## src/hdl/dof_cfg.svh

```systemverilog
`ifndef DOF_CFG_SVH
`define DOF_CFG_SVH

// ==========================================================
// register byte offsets on the avalon slave
`define DOF_OFS_INSTR 8'h00
`define DOF_OFS_SRC 8'h04
`define DOF_OFS_DST 8'h08
`define DOF_OFS_RESULT 8'h0C
`define DOF_OFS_PSW 8'h10
`define DOF_OFS_PC 8'h14
`define DOF_OFS_DECODE 8'h18
`define DOF_OFS_GPR_BASE 8'h40
`define DOF_OFS_GPR_LAST 8'h5C

// ==========================================================
// field positions
`define DOF_BIT_BYTE 15
`define DOF_PSW_N 3
`define DOF_PSW_Z 2
`define DOF_PSW_V 1
`define DOF_PSW_C 0
`define DOF_DEC_GROUP_LSB 12
`define DOF_DEC_BYTE 16
`define DOF_DEC_WB 17
`define DOF_DEC_TAKEN 18
`define DOF_DEC_UNKNOWN 19

// ==========================================================
// opcode fields (instr[14:12] of a double-operand word), then the instr[15:9] XOR and instr[15:5] condition-operator prefixes
`define DOF_OP_COPY 3'h1
`define DOF_OP_COMPARE 3'h2
`define DOF_OP_TEST 3'h3
`define DOF_OP_CLEAR 3'h4
`define DOF_OP_SET 3'h5
`define DOF_OP_ADDSUB 3'h6
`define DOF_XOR_PREFIX 7'h3C
`define DOF_CC_PREFIX 11'h005

// ==========================================================
// reset values
`define DOF_RST_WORD 16'h0000
`define DOF_RST_PSW 4'h0

`endif

```

## src/hdl/dof_pkg.sv

```systemverilog
package dof_pkg;

    // ======================================================
    // bus handshake states, gray order idle -> ack
    typedef enum logic [1:0]
    {
        DOF_BUS_IDLE = 2'h0,
        DOF_BUS_ACK = 2'h1
    } dof_bus_e;

    // ======================================================
    // instruction groups
    typedef enum logic [2:0]
    {
        DOF_GRP_OTHER = 3'h0,
        DOF_GRP_DOUBLE = 3'h1,
        DOF_GRP_SINGLE = 3'h2,
        DOF_GRP_REGXOR = 3'h3,
        DOF_GRP_BRANCH = 3'h4,
        DOF_GRP_CCOP = 3'h5
    } dof_group_e;

    typedef struct packed
    {
        logic [2:0] src_mode;
        logic [2:0] src_reg;
        logic [2:0] dst_mode;
        logic [2:0] dst_reg;
    } dof_fields_s;

    typedef struct packed
    {
        logic n;
        logic z;
        logic v;
        logic c;
    } dof_flags_s;

    typedef struct packed
    {
        dof_bus_e bus;
        logic waitreq;
        logic [31:0] rdata;
        logic [15:0] instr;
        logic [15:0] src;
        logic [15:0] dst;
        logic [15:0] result;
        dof_flags_s psw;
        logic [15:0] pc;
        dof_fields_s fields;
        dof_group_e group;
        logic byte_op;
        logic wb;
        logic taken;
        logic unknown;
        logic dst_we;
        logic [15:0] dst_data;
        logic [7:0][15:0] gpr;
    } dof_state_s;

endpackage
```

## src/hdl/dof_alu.sv

```systemverilog
`timescale 1ns/100ps

`include "dof_cfg.svh"

// Operation
// - word copy: N bit15, Z zero, V cleared
// - byte copy: N bit7, Z zero, V cleared
// - word compare: src minus dst, flags only
// - compare V: signs differ, result matches source
// - word compare carry from difference bit 16
// - byte compare: 9-bit difference, N7, C8
// - word test: AND, no store, N Z, V0
// - word clear: dst AND NOT src stored
// - word set: dst OR src stored
// - byte test/clear/set use bits 7..0
// - add: 17-bit sum, carry bit 16
// - add V: same signs, result sign differs
// - subtract: dst minus src, carry bit 16
// - subtract V: signs differ, result unlike dst
// - double operand: two independent mode/register fields
// - single operand: destination field only
// - register group: register XOR into destination
// - taken branch: pc plus twice signed offset
// - condition operators set/clear selected flags
module dof_alu
    import dof_pkg::*;
(
    // clock and reset
    input wire logic core_clk,
    input wire logic rst,
    // avalon-mm slave
    input wire logic [7:0] avs_address,
    input wire logic avs_read,
    input wire logic avs_write,
    input wire logic [31:0] avs_writedata,
    input wire logic [3:0] avs_byteenable,
    output logic [31:0] avs_readdata,
    output logic avs_waitrequest,
    // writeback toward the address-mode logic
    output logic [15:0] dst_data,
    output logic dst_we
);

    // ======================================================
    // state
    dof_state_s st_r;
    dof_state_s st_nxt;

    assign avs_readdata = st_r.rdata;
    assign avs_waitrequest = st_r.waitreq;
    assign dst_data = st_r.dst_data;
    assign dst_we = st_r.dst_we;

    // ======================================================
    // branch condition test against the status flags
    function automatic logic dof_cond(input logic [3:0] code, input dof_flags_s f);
        logic nv;
        nv = f.n ^ f.v;
        case (code)
            4'h1: dof_cond = 1'b1;
            4'h2: dof_cond = !f.z;
            4'h3: dof_cond = f.z;
            4'h4: dof_cond = !nv;
            4'h5: dof_cond = nv;
            4'h6: dof_cond = !(f.z | nv);
            4'h7: dof_cond = f.z | nv;
            4'h8: dof_cond = !f.n;
            4'h9: dof_cond = f.n;
            4'hA: dof_cond = !(f.c | f.z);
            4'hB: dof_cond = f.c | f.z;
            4'hC: dof_cond = !f.v;
            4'hD: dof_cond = f.v;
            4'hE: dof_cond = !f.c;
            4'hF: dof_cond = f.c;
            default: dof_cond = 1'b0;
        endcase
    endfunction

    // merge a 16-bit write under the two low byte lanes
    function automatic logic [15:0] dof_lane(input logic [15:0] old, input logic [31:0] wd,
        input logic [3:0] be);
        dof_lane = old;
        if (be[0])
        begin
            dof_lane[7:0] = wd[7:0];
        end
        if (be[1])
        begin
            dof_lane[15:8] = wd[15:8];
        end
    endfunction

    // ======================================================
    // next state
    always_comb
    begin
        logic [15:0] ins;
        logic [2:0] op;
        logic is_byte;
        logic [15:0] s;
        logic [15:0] d;
        logic [16:0] r17;
        logic [8:0] r9;
        logic [15:0] res;
        logic sgn;
        logic zero;
        logic [15:0] disp;
        logic req;
        logic exec;
        logic [2:0] gidx;

        st_nxt = st_r;
        ins = avs_writedata[15:0];
        op = ins[14:12];
        is_byte = 1'b0;
        s = st_r.src;
        d = st_r.dst;
        r17 = 17'h00000;
        r9 = 9'h000;
        res = 16'h0000;
        sgn = 1'b0;
        zero = 1'b0;
        disp = 16'h0000;
        req = avs_read | avs_write;
        exec = 1'b0;
        gidx = avs_address[4:2];
        st_nxt.dst_we = 1'b0;

        // ==================================================
        // bus: every access stalls one cycle, then completes
        case (st_r.bus)
            DOF_BUS_IDLE:
            begin
                if (req)
                begin
                    st_nxt.bus = DOF_BUS_ACK;
                    st_nxt.waitreq = 1'b0;
                    st_nxt.rdata = 32'h00000000;
                    if (avs_read)
                    begin
                        case (avs_address)
                            `DOF_OFS_INSTR: st_nxt.rdata = {16'h0000, st_r.instr};
                            `DOF_OFS_SRC: st_nxt.rdata = {16'h0000, st_r.src};
                            `DOF_OFS_DST: st_nxt.rdata = {16'h0000, st_r.dst};
                            `DOF_OFS_RESULT: st_nxt.rdata = {16'h0000, st_r.result};
                            `DOF_OFS_PSW: st_nxt.rdata = {28'h0000000, st_r.psw};
                            `DOF_OFS_PC: st_nxt.rdata = {16'h0000, st_r.pc};
                            `DOF_OFS_DECODE:
                            begin
                                st_nxt.rdata = {12'h000, st_r.unknown, st_r.taken, st_r.wb,
                                    st_r.byte_op, 1'b0, st_r.group, st_r.fields};
                            end
                            default:
                            begin
                                if (avs_address >= `DOF_OFS_GPR_BASE &&
                                    avs_address <= `DOF_OFS_GPR_LAST &&
                                    avs_address[1:0] == 2'h0)
                                begin
                                    st_nxt.rdata = {16'h0000, st_r.gpr[gidx]};
                                end
                            end
                        endcase
                    end
                end
            end
            DOF_BUS_ACK:
            begin
                // a write takes effect at this edge; read data was latched on entry to ACK
                st_nxt.bus = DOF_BUS_IDLE;
                st_nxt.waitreq = 1'b1;
                if (avs_write)
                begin
                    case (avs_address)
                        `DOF_OFS_INSTR: exec = avs_byteenable[1:0] == 2'h3;
                        `DOF_OFS_SRC:
                            st_nxt.src = dof_lane(st_r.src, avs_writedata, avs_byteenable);
                        `DOF_OFS_DST:
                            st_nxt.dst = dof_lane(st_r.dst, avs_writedata, avs_byteenable);
                        `DOF_OFS_PSW:
                        begin
                            if (avs_byteenable[0])
                            begin
                                st_nxt.psw = avs_writedata[3:0];
                            end
                        end
                        `DOF_OFS_PC:
                            st_nxt.pc = dof_lane(st_r.pc, avs_writedata, avs_byteenable);
                        default:
                        begin
                            if (avs_address >= `DOF_OFS_GPR_BASE &&
                                avs_address <= `DOF_OFS_GPR_LAST &&
                                avs_address[1:0] == 2'h0)
                            begin
                                st_nxt.gpr[gidx] = dof_lane(st_r.gpr[gidx], avs_writedata,
                                    avs_byteenable);
                            end
                        end
                    endcase
                end
            end
            default:
            begin
                st_nxt.bus = DOF_BUS_IDLE;
                st_nxt.waitreq = 1'b1;
            end
        endcase

        // ==================================================
        // execute the instruction word written to INSTR
        if (exec)
        begin
            st_nxt.instr = ins;
            st_nxt.wb = 1'b0;
            st_nxt.taken = 1'b0;
            st_nxt.unknown = 1'b0;
            st_nxt.byte_op = 1'b0;
            st_nxt.fields = '0;
            st_nxt.group = DOF_GRP_OTHER;
            if (op != 3'h0 && op != 3'h7)
            begin
                // two independent mode/register fields
                st_nxt.group = DOF_GRP_DOUBLE;
                st_nxt.fields = {ins[11:9], ins[8:6], ins[5:3], ins[2:0]};
                // subtract owns the byte-marked add code
                is_byte = ins[`DOF_BIT_BYTE] && op != `DOF_OP_ADDSUB;
                st_nxt.byte_op = is_byte;
                case (op)
                    `DOF_OP_COPY:
                    begin
                        r17 = {1'b0, s};
                        r9 = {1'b0, s[7:0]};
                        st_nxt.wb = 1'b1;
                    end
                    `DOF_OP_COMPARE:
                    begin
                        r17 = {1'b0, s} - {1'b0, d};
                        r9 = {1'b0, s[7:0]} - {1'b0, d[7:0]};
                    end
                    `DOF_OP_TEST:
                    begin
                        r17 = {1'b0, d & s};
                        r9 = {1'b0, d[7:0] & s[7:0]};
                    end
                    `DOF_OP_CLEAR:
                    begin
                        r17 = {1'b0, d & ~s};
                        r9 = {1'b0, d[7:0] & ~s[7:0]};
                        st_nxt.wb = 1'b1;
                    end
                    `DOF_OP_SET:
                    begin
                        r17 = {1'b0, d | s};
                        r9 = {1'b0, d[7:0] | s[7:0]};
                        st_nxt.wb = 1'b1;
                    end
                    default:
                    begin
                        if (ins[`DOF_BIT_BYTE])
                        begin
                            r17 = {1'b0, d} - {1'b0, s};
                        end
                        else
                        begin
                            r17 = {1'b0, s} + {1'b0, d};
                        end
                        st_nxt.wb = 1'b1;
                    end
                endcase
                // a byte result replaces only the low byte of the destination
                res = is_byte ? {d[15:8], r9[7:0]} : r17[15:0];
                sgn = is_byte ? r9[7] : r17[15];
                zero = is_byte ? (r9[7:0] == 8'h00) : (r17[15:0] == 16'h0000);
                st_nxt.result = res;
                st_nxt.psw.n = sgn;
                st_nxt.psw.z = zero;
                st_nxt.psw.v = 1'b0;
                case (op)
                    `DOF_OP_COMPARE:
                    begin
                        if (is_byte)
                        begin
                            st_nxt.psw.v = (s[7] ^ d[7]) & ~(s[7] ^ r9[7]);
                            st_nxt.psw.c = r9[8];
                        end
                        else
                        begin
                            st_nxt.psw.v = (s[15] ^ d[15]) & ~(s[15] ^ r17[15]);
                            st_nxt.psw.c = r17[16];
                        end
                    end
                    `DOF_OP_ADDSUB:
                    begin
                        if (ins[`DOF_BIT_BYTE])
                        begin
                            st_nxt.psw.v = (d[15] ^ s[15]) & (d[15] ^ r17[15]);
                        end
                        else
                        begin
                            st_nxt.psw.v = ~(s[15] ^ d[15]) & (s[15] ^ r17[15]);
                        end
                        st_nxt.psw.c = r17[16];
                    end
                    default:
                    begin
                        st_nxt.psw.c = st_r.psw.c;
                    end
                endcase
                if (st_nxt.wb)
                begin
                    st_nxt.dst_we = 1'b1;
                    st_nxt.dst_data = res;
                    st_nxt.dst = res;
                end
            end
            else if (ins[15:9] == `DOF_XOR_PREFIX)
            begin
                // the register is XORed into the addressed operand, which takes the result
                st_nxt.group = DOF_GRP_REGXOR;
                st_nxt.fields = {3'h0, ins[8:6], ins[5:3], ins[2:0]};
                res = st_r.gpr[ins[8:6]] ^ d;
                st_nxt.result = res;
                st_nxt.psw.n = res[15];
                st_nxt.psw.z = res == 16'h0000;
                st_nxt.psw.v = 1'b0;
                st_nxt.wb = 1'b1;
                st_nxt.dst_we = 1'b1;
                st_nxt.dst_data = res;
                st_nxt.dst = res;
            end
            else if (ins[14:11] == 4'h1)
            begin
                // only a destination field exists here; flags are left alone
                st_nxt.group = DOF_GRP_SINGLE;
                st_nxt.byte_op = ins[`DOF_BIT_BYTE];
                st_nxt.fields = {6'h00, ins[5:3], ins[2:0]};
            end
            else if (ins[14:11] == 4'h0 && {ins[15], ins[10:8]} != 4'h0)
            begin
                // condition code 0 stays free for the operate and condition groups
                st_nxt.group = DOF_GRP_BRANCH;
                disp = {{7{ins[7]}}, ins[7:0], 1'b0};
                if (dof_cond({ins[15], ins[10:8]}, st_r.psw))
                begin
                    st_nxt.taken = 1'b1;
                    st_nxt.pc = st_r.pc + disp;
                end
            end
            else if (ins[15:5] == `DOF_CC_PREFIX)
            begin
                st_nxt.group = DOF_GRP_CCOP;
                if (ins[4])
                begin
                    st_nxt.psw = st_r.psw | ins[3:0];
                end
                else
                begin
                    st_nxt.psw = st_r.psw & ~ins[3:0];
                end
            end
            else
            begin
                // left to the miscellaneous and trap logic elsewhere
                st_nxt.unknown = 1'b1;
            end
        end
    end

    // ======================================================
    // register the state
    always_ff @(posedge core_clk)
    begin
        if (rst)
        begin
            st_r <= '0;
            st_r.bus <= DOF_BUS_IDLE;
            st_r.waitreq <= 1'b1;
            st_r.psw <= `DOF_RST_PSW;
            st_r.pc <= `DOF_RST_WORD;
        end
        else
        begin
            st_r <= st_nxt;
        end
    end

endmodule

```

## config.mk

```make
export PLATFORM = sky130hd
export DESIGN_NAME = dof_alu
export DESIGN_NICKNAME = d
export VERILOG_FILES = /design/src/hdl/dof_pkg.sv /design/src/hdl/dof_alu.sv
export VERILOG_INCLUDE_DIRS = /design/src /design/src/hdl
export SDC_FILE = /design/constraint.sdc
export NUM_CORES = 1
export LEC_CHECK = 0
export BUFFER_PORTS_ARGS = -buffer_cell sky130_fd_sc_hd__buf_4
export CORE_ASPECT_RATIO = 0.6
export CORE_UTILIZATION = 29
export CTS_BUF_LIST = sky130_fd_sc_hd__clkbuf_8
export DETAILED_ROUTE_END_ITERATION = 10
export GPL_TIMING_DRIVEN = 0
export MAX_ROUTING_LAYER = met4
export SLEW_MARGIN = 20
export SYNTH_ARGS = -nofsm -noshare
export SYNTH_HDL_FRONTEND = slang
export SYNTH_SLANG_ARGS = --single-unit
export TNS_END_PERCENT = 100
```

## constraint.sdc

```tcl
create_clock -name core_clk -period 6.7 [get_ports core_clk]
set_clock_uncertainty 0.05 [all_clocks]
set_input_delay 1.34 -clock core_clk [delete_from_list [all_inputs] [get_ports core_clk]]
set_output_delay 1.34 -clock core_clk [all_outputs]
set_load 0.02 [all_outputs]
```

==> results of run 1 <==
==> path summary, 6_finish.rpt <==
kind,end,slack (ns)
worst max-delay path,st_r[215]$_SDFF_PP0_,0.57
worst min-delay path,st_r[246]$_SDFFE_PP0P_,0.41
worst max register to register,st_r[215]$_SDFF_PP0_,1.27
worst min register to register,st_r[246]$_SDFFE_PP0P_,0.41
==> layer usage <==
layer	share of wire	vias to the layer above	wire [um]	global-route usage
met2	0.35	1389	27800	0.312
met3	0.18	137	14700	0.127
met1	0.45	8890	35700	0.383
li1	-	7919	-	-
met4	0.018	0	1400	0.0463
met5	0	-	0	-
==> placed cells by master (no fill, tap or decap), drive strengths merged, types with 10 or more instances in the layout <==
cell / synthesis / final
a211oi: 39 / 39
a21o: 13 / 13
a21oi: 260 / 260
a221oi: 15 / 15
a22o: 11 / 11
a22oi: 45 / 45
a311oi: 13 / 13
a31oi: 18 / 18
and2: 12 / 12
buf: 71 / 130
clkbuf: 130 / 183
conb: 1 / 12
dfxtp: 270 / 270
ha: 63 / 63
inv: 61 / 76
mux2: 29 / 29
mux2i: 52 / 52
mux4: 65 / 65
nand2: 409 / 409
nand2b: 12 / 12
nand3: 56 / 56
nor2: 173 / 173
nor2b: 18 / 18
nor3: 38 / 38
nor4: 14 / 14
o211ai: 10 / 10
o21a: 10 / 10
o21ai: 52 / 52
or3: 11 / 11
xnor2: 53 / 53
xor2: 14 / 14
==> metrics by stage <==
step,total power [mW],util,hold slack (ns),setup WS (ns),cells
5_1_grt,3.50,0.333,0.429,0.482,3088
3_5_place_dp,1.96,0.318,0.398,0.351,3011
6_report,3.43,0.333,0.412,0.574,3088
2_1_floorplan,1.82,-,0.376,1.67,2171
3_3_place_gp,1.96,0.318,0.393,0.377,3011
4_1_cts,3.40,0.333,0.408,0.920,3086
==> power by group through the flow <==
stage	logic, mW	clock network [mW]	registers (mW)
floorplan	0.179	0	1.64
global placement	0.311	0	1.64
detailed placement	0.315	0	1.64
CTS	0.315	1.48	1.61
global route	0.342	1.56	1.61
finish	0.336	1.48	1.61
==> final cells by class <==
| type | instances | area [um^2] | area share |
|---|---|---|---|
| clock buffers | 53 | 729 | 0.0370 |
| plain buffers | 201 | 953 | 0.0484 |
| inverters | 62 | 233 | 0.0118 |
| multi-input cells | 1638 | 10800 | 0.550 |
| repair buffers | 59 | 443 | 0.0225 |
| diodes | 2 | 5.00 | 0.000254 |
| well taps | 781 | 977 | 0.0496 |
| clock inverters | 22 | 119 | 0.00603 |
| flip-flops and latches | 270 | 5410 | 0.274 |
==> worst max-delay path: cells and delay by family <==
kind	cells	cell delay, ns
XOR/XNOR	1	0.16
AND/OR/NAND/NOR	4	1.29
AO/OA/AOI/OAI	6	1.86
adder cells (fa/ha/maj)	1	0.38
buffers and inverters	3	1.54
==> state kept, by name (all words and copies together) (netlist names), named ones only <==
signal and count:
dst_data 16, st_r 229, avs_waitrequest 1, dst_we 1
avs_readdata 20
==> logic make-up after synthesis <==
logic type | synth area share
AND/OR/NAND/NOR | 0.195
AO/OA/AOI/OAI | 0.210
flip-flops | 0.311
buffers and inverters | 0.0682
multiplexers | 0.133
XOR/XNOR | 0.0342
adder cells (fa/ha/maj) | 0.0488
other | 0.000216
==> results.md, run 1 <==
* Status: finished, final reports clean
* # rows at 69
* Synth Cell Area at about 17,000 um^2
* Syn avg cell area at about 8.0 um^2
* Worst Path Max Fanout at 10
* Number of buffers created by CTS at 42
* Die Width at between 300 and 400 um
* WP data required at approximately 7.1 ns
* Critical path data arrival time at 6.57 ns
* Clock sinks at 270
* Router iterations before antenna repair at 6
* Initial antenna violation count at 2
* Endpoints failing hold at 0
* Total track usage at 0.262
* Area after DPL at ~19,000 um^2
* Routed len/inst at approximately 26 um
* Hold Path Class: reg2reg
* Worst-Margin Slew at between 1 and 1.5 ns
* Worst R2R Start: st_r[219]$_SDFFE_PP0P_
* Vias per cell at slightly below 6
* Internal power at between 2 and 2.5 mW
* Sequential cell area fraction in the yosys report at 0.311
* Nets at 2,388
* EDFF count, synth at 0
* Hold Crit Depth at 2
* Initial DRC count at 3,313
* Fmax at ~160 MHz
* Setup TNS at 0 ns
* Tcrit/Tclk final at 0.914
* Post-CTS Setup Repair Bufs at 0
* Slew HR at 0.167
* Grt total ovfl at 0
* # setup viols final at 0
* Logic pwr share at 0.098
* Clk Latency, worst-skew pair at a little over 0.6 ns
* Flop pwr share at 0.469
* Sw Pwr at between 0.9 and 1 mW
* Layout cell share with drive strength beyond 1 at 0.130
* Die ar. at roughly 61,000 um^2
* Clock transition at path regs at roughly 0.07 ns
* Root Buffer: clkbuf_8
* Yosys top cell area share at 0.311
* Die Y at ~190 um
* Vias in the first global route at 16,800
* Post_cts resized at 0
* Number of port buffers at between 50 and 60
* Gpl congestion at between 1 and 1.5
* Worst path cell trace: clkbuf_1 > buf_1 > clkbuf_1 > nor2_1 > xnor2_1 > ha_1 > nand2_1 > a211oi_2 > o211ai_2 > a211oi_1 > or3_1 > a21oi_1 > nor4_1 > a21oi_1 > o31ai_1
* Commonest cells post-synth: nand2_1 (409), dfxtp_1 (270), a21oi_1 (257)
* RSZ-0062 raised after global routing: false
* Worst hold start: st_r[246]$_SDFFE_PP0P_
* Cts hold-fix bufs at 0
* Critical path's slowest cell: nor4_1
* Leakage power at between 6 and 7 nW
* Fillers at between 6,000 and 7,000
* Final wirelength at slightly below 80 mm
* Startpoint types: primary input
* Max clock buf depth at 3
* Final ANT Viol Nets at 0
* Clock share of power at 0.433
* Core footprint at 59,200 um^2
* Ys flop type: dfxtp_1
* Syn-to-layout area delta at 13.4%
* FFs w/ async S/R, synth at 0
* Detailed placement HPWL at 62.7 mm
* CTS H-tree depth at 2
* Number of top-level pins at 98
* Global-route wire length before repair at about 110 mm
* Most common cell in the netlist: nand2_1
* Slowest stage delay, CP at approximately 0.86 ns
* Total number of vias at 18,300
* Top post-synthesis cells by area: dfxtp_1 (31%), nand2_1 (8.8%), mux4_2 (8.4%)
* Final-report max-slew violation count at 0
* FF+latch count, synth at 270
* FF-to-FF path depth at 14
* Initial Util at 0.293
* Crit end category: register
* Final instance area at ~20,000 um^2
* Minimum clock period at between 6 and 7 ns
* CTS tree: yes
* Switch share at 0.289
* Crit. Startpoint: avs_writedata[15]
* Yosys Warn Count at 0
* Largest net degree at the start of global routing at 12
* Max-cap violations at 0
* Worst setup path class: in2reg
* Distinct cells, synth at between 80 and 90
* Post-route DRC at 0
* Peak supply drop at between 0.1 and 0.15 mV
* PwrDens at between 150 and 200 nW/um^2
* Dominant cell type by area after synthesis: dfxtp_1
* Post-Synthesis Cells at between 2,000 and 2,500
No activity file was read; power rests on OpenSTA's default activity.
==> inputs of run 2 (changes only) <==
Settings changed: PLACE_DENSITY_LB_ADDON set to 0.12.
==> results.md, run 2 (synthesized netlist as in run 1, its figures left out) <==
* Post-CTS Setup Repair Bufs at 0 (unchanged)
* Vias in the first global route at 16,200 (was 16,800)
* Setup ws final at 0.582 ns (was 0.574 ns)
* Max clock buf depth at 3 (unchanged)
* Core Util, Final at 0.334 (was 0.333)
* Largest net degree at the start of global routing at 12 (unchanged)
* Flop-to-flop setup slack at 1.38 ns (was 1.27 ns)
* Number of buffers created by CTS at 43 (was 42)
* Worst R2R Start: st_r[219]$_SDFFE_PP0P_ (unchanged)
* Vias per cell at 5.73 (was 5.94)
* PwrDens at 180 nW/um^2 (was 174 nW/um^2)
* Worst-Margin Slew at 1.18 ns (was 1.24 ns)
* Setup TNS at 0 ns (unchanged)
* Final wirelength at 84.5 mm (was 79.6 mm)
* Post-route DRC at 0 (unchanged)
* Fmax at 163 MHz (about the same)
* Grt total ovfl at 0 (unchanged)
* Final Hold Slack at 0.403 ns (was 0.412 ns)
* Hold Path Class: reg2reg (unchanged)
* # setup viols final at 0 (unchanged)
* Core footprint at 59,200 um^2 (unchanged)
* Root Buffer: clkbuf_8 (unchanged)
* Crit. Startpoint: avs_writedata[15] (unchanged)
* Routed len/inst at 27.4 um (was 25.8 um)
* Die ar. at 60,900 um^2 (unchanged)
* Leakage power at 7.03 nW (was 7.00 nW)
* Total number of vias at 17,700 (was 18,300)
* Number of port buffers at 59 (unchanged)
* Worst Path Max Fanout at 10 (unchanged)
* Placed cells at 3,011 (unchanged)
* Final instance area at 19,800 um^2 (was 19,700 um^2)
* Status: finished, final reports clean (unchanged)
* Worst setup path class: in2reg (unchanged)
* Syn-to-layout area delta at 13.9% (was 13.4%)
* Die Y at 192 um (unchanged)
* Most common cell after layout, fill and taps aside: nand2_1 (unchanged)
* Tcrit/Tclk final at 0.913 (was 0.914)
* Post_cts resized at 0 (unchanged)
* Initial DRC count at 2,426 (was 3,313)
* Critical Path Stages at 15 (unchanged)
* Max-cap violations at 0 (unchanged)
* Clock sinks at 270 (unchanged)
* Peak supply drop at 0.104 mV (was 0.110 mV)
* Gpl congestion at 0.993 (was 1.08)
* Final-report max-slew violation count at 0 (unchanged)
* Worst path cell trace: clkbuf_1 > buf_1 > clkbuf_1 > a21oi_1 > xnor2_1 > ha_1 > a2111o_1 > a31oi_1 > o31ai_1 > a31oi_1 > o221ai_1 > a21oi_1 > xor2_1 > a221oi_1 > o22ai_1 (was clkbuf_1 > buf_1 > clkbuf_1 > nor2_1 > xnor2_1 > ha_1 > nand2_1 > a211oi_2 > o211ai_2 > a211oi_1 > or3_1 > a21oi_1 > nor4_1 > a21oi_1 > o31ai_1)
* Critical path data arrival time at 6.53 ns (was 6.57 ns)
* RSZ-0062 raised after global routing: false (unchanged)
* Reg area at 5410 um^2 (unchanged)
* Initial antenna violation count at 2 (unchanged)
* Minimum clock period at 6.12 ns (was 6.13 ns)
* Non-filler cells, final at 3,090 (was 3,088)
* FF-to-FF path depth at 16 (was 14)
* Largest Register: st_r (unchanged)
* Fillers at 6,317 (was 6,223)
* Clock transition at path regs at 0.07 ns (about the same)
* Pre-CTS setup slack at 0.255 ns (was 0.351 ns)
* Global-route wire length before repair at 119 mm (was 114 mm)
* Startpoint types: primary input (unchanged)
* Area of the multi-input gates at 10,800 um^2 (about the same)
* Commonest cells after routing, fill and taps aside: nand2_1 (409), dfxtp_1 (270), a21oi_1 (257), nor2_1 (171), clkbuf_1 (128) (was nand2_1 (409), dfxtp_1 (270), a21oi_1 (257), nor2_1 (171), clkbuf_1 (130))
* Detailed placement HPWL at 67.3 mm (was 62.7 mm)
* Endpoints failing hold at 0 (unchanged)
* WP data required at 7.11 ns (was 7.14 ns)
* Router iterations before antenna repair at 8 (was 6)
* Critical path's slowest cell: clkbuf_1 (was nor4_1)
* Crit-path leading delay family: compound AO/OA/AOI/OAI gates (unchanged)
* Nets at 2,389 (was 2,388)
* Clk Latency, worst-skew pair at 0.61 ns (about the same)
* Number of top-level pins at 98 (unchanged)
* Cts hold-fix bufs at 0 (unchanged)
* Area after DPL at 18,900 um^2 (unchanged)
* Die Width at 318 um (unchanged)
* Initial Util at 0.293 (unchanged)
* Layout cell share with drive strength beyond 1 at 0.136 (was 0.130)
* CTS tree: yes (unchanged)
* Total power draw at 3.56 mW (was 3.43 mW)
* Final ANT Viol Nets at 0 (unchanged)
* Crit end category: register (unchanged)
* # rows at 69 (unchanged)
* Crit path buffers/inverters at 3 (unchanged)
* Slew HR at 0.205 (was 0.167)
* Slowest stage delay, CP at 0.67 ns (was 0.86 ns)
* Total track usage at 0.281 (was 0.262)
* CTS H-tree depth at 2 (unchanged)
* Max reg flops at 229 (unchanged)
==> run 2: cell count changes in the layout (fill, tap and decap cells not counted) <==
cell | before | now
clkbuf_1 | 130 | 128
nor4_1 | 14 | 13
clkbuf_8 | 53 | 57
clkbuf_2 | 0 | 2
clkinv_2 | 5 | 11
clkinvlp_4 | 1 | 0
nor4_2 | 0 | 1
inv_1 | 76 | 68
bufinv_16 | 1 | 2
==> run 2: layer usage <==
metal	part of all wire	GRT usage	wire [um]	vias up
met5	0	-	0	-
met2	0.34	0.322	28500	996
li1	-	-	-	7913
met4	0.010	0.0377	884	0
met1	0.51	0.434	42800	8728
met3	0.15	0.121	12300	83
==> run 2: worst min path at each step <==
stage	cells after the start	slack (ns)	to	start
after global routing	2	0.42	st_r[246]$_SDFFE_PP0P_	st_r[246]$_SDFFE_PP0P_
final	2	0.40	st_r[235]$_SDFFE_PP0P_	st_r[235]$_SDFFE_PP0P_
after detailed placement	2	0.39	st_r[235]$_SDFFE_PP0P_	st_r[235]$_SDFFE_PP0P_
after CTS	2	0.40	st_r[235]$_SDFFE_PP0P_	st_r[235]$_SDFFE_PP0P_
after global placement	2	0.39	st_r[247]$_SDFFE_PP0P_	st_r[247]$_SDFFE_PP0P_
after floorplan	2	0.38	dst_data[15]$_SDFFE_PP0P_	dst_data[15]$_SDFFE_PP0P_
==> run 2: report_power, final <==
part	switching [mW]	internal, mW
registers	0.00281	1.61
clock network	0.772	0.839
logic	0.259	0.0810
==> run 2: final cells by class <==
| cell class | instances | area share |
|---|---|---|
| timing repair buffer | 59 | 0.0224 |
| buffer | 201 | 0.0483 |
| multi-input combinational | 1638 | 0.548 |
| tap | 781 | 0.0494 |
| sequential | 270 | 0.273 |
| clock buffer | 57 | 0.0396 |
| inverter | 62 | 0.0118 |
| antenna | 2 | 0.000253 |
| clock inverter | 20 | 0.00714 |
==> run 2: worst min-delay path, cell delays in order, from the launching register on <==
cell,delay (ns)
dfxtp_1,0.30
nand2_1,0.05
a21oi_1,0.05
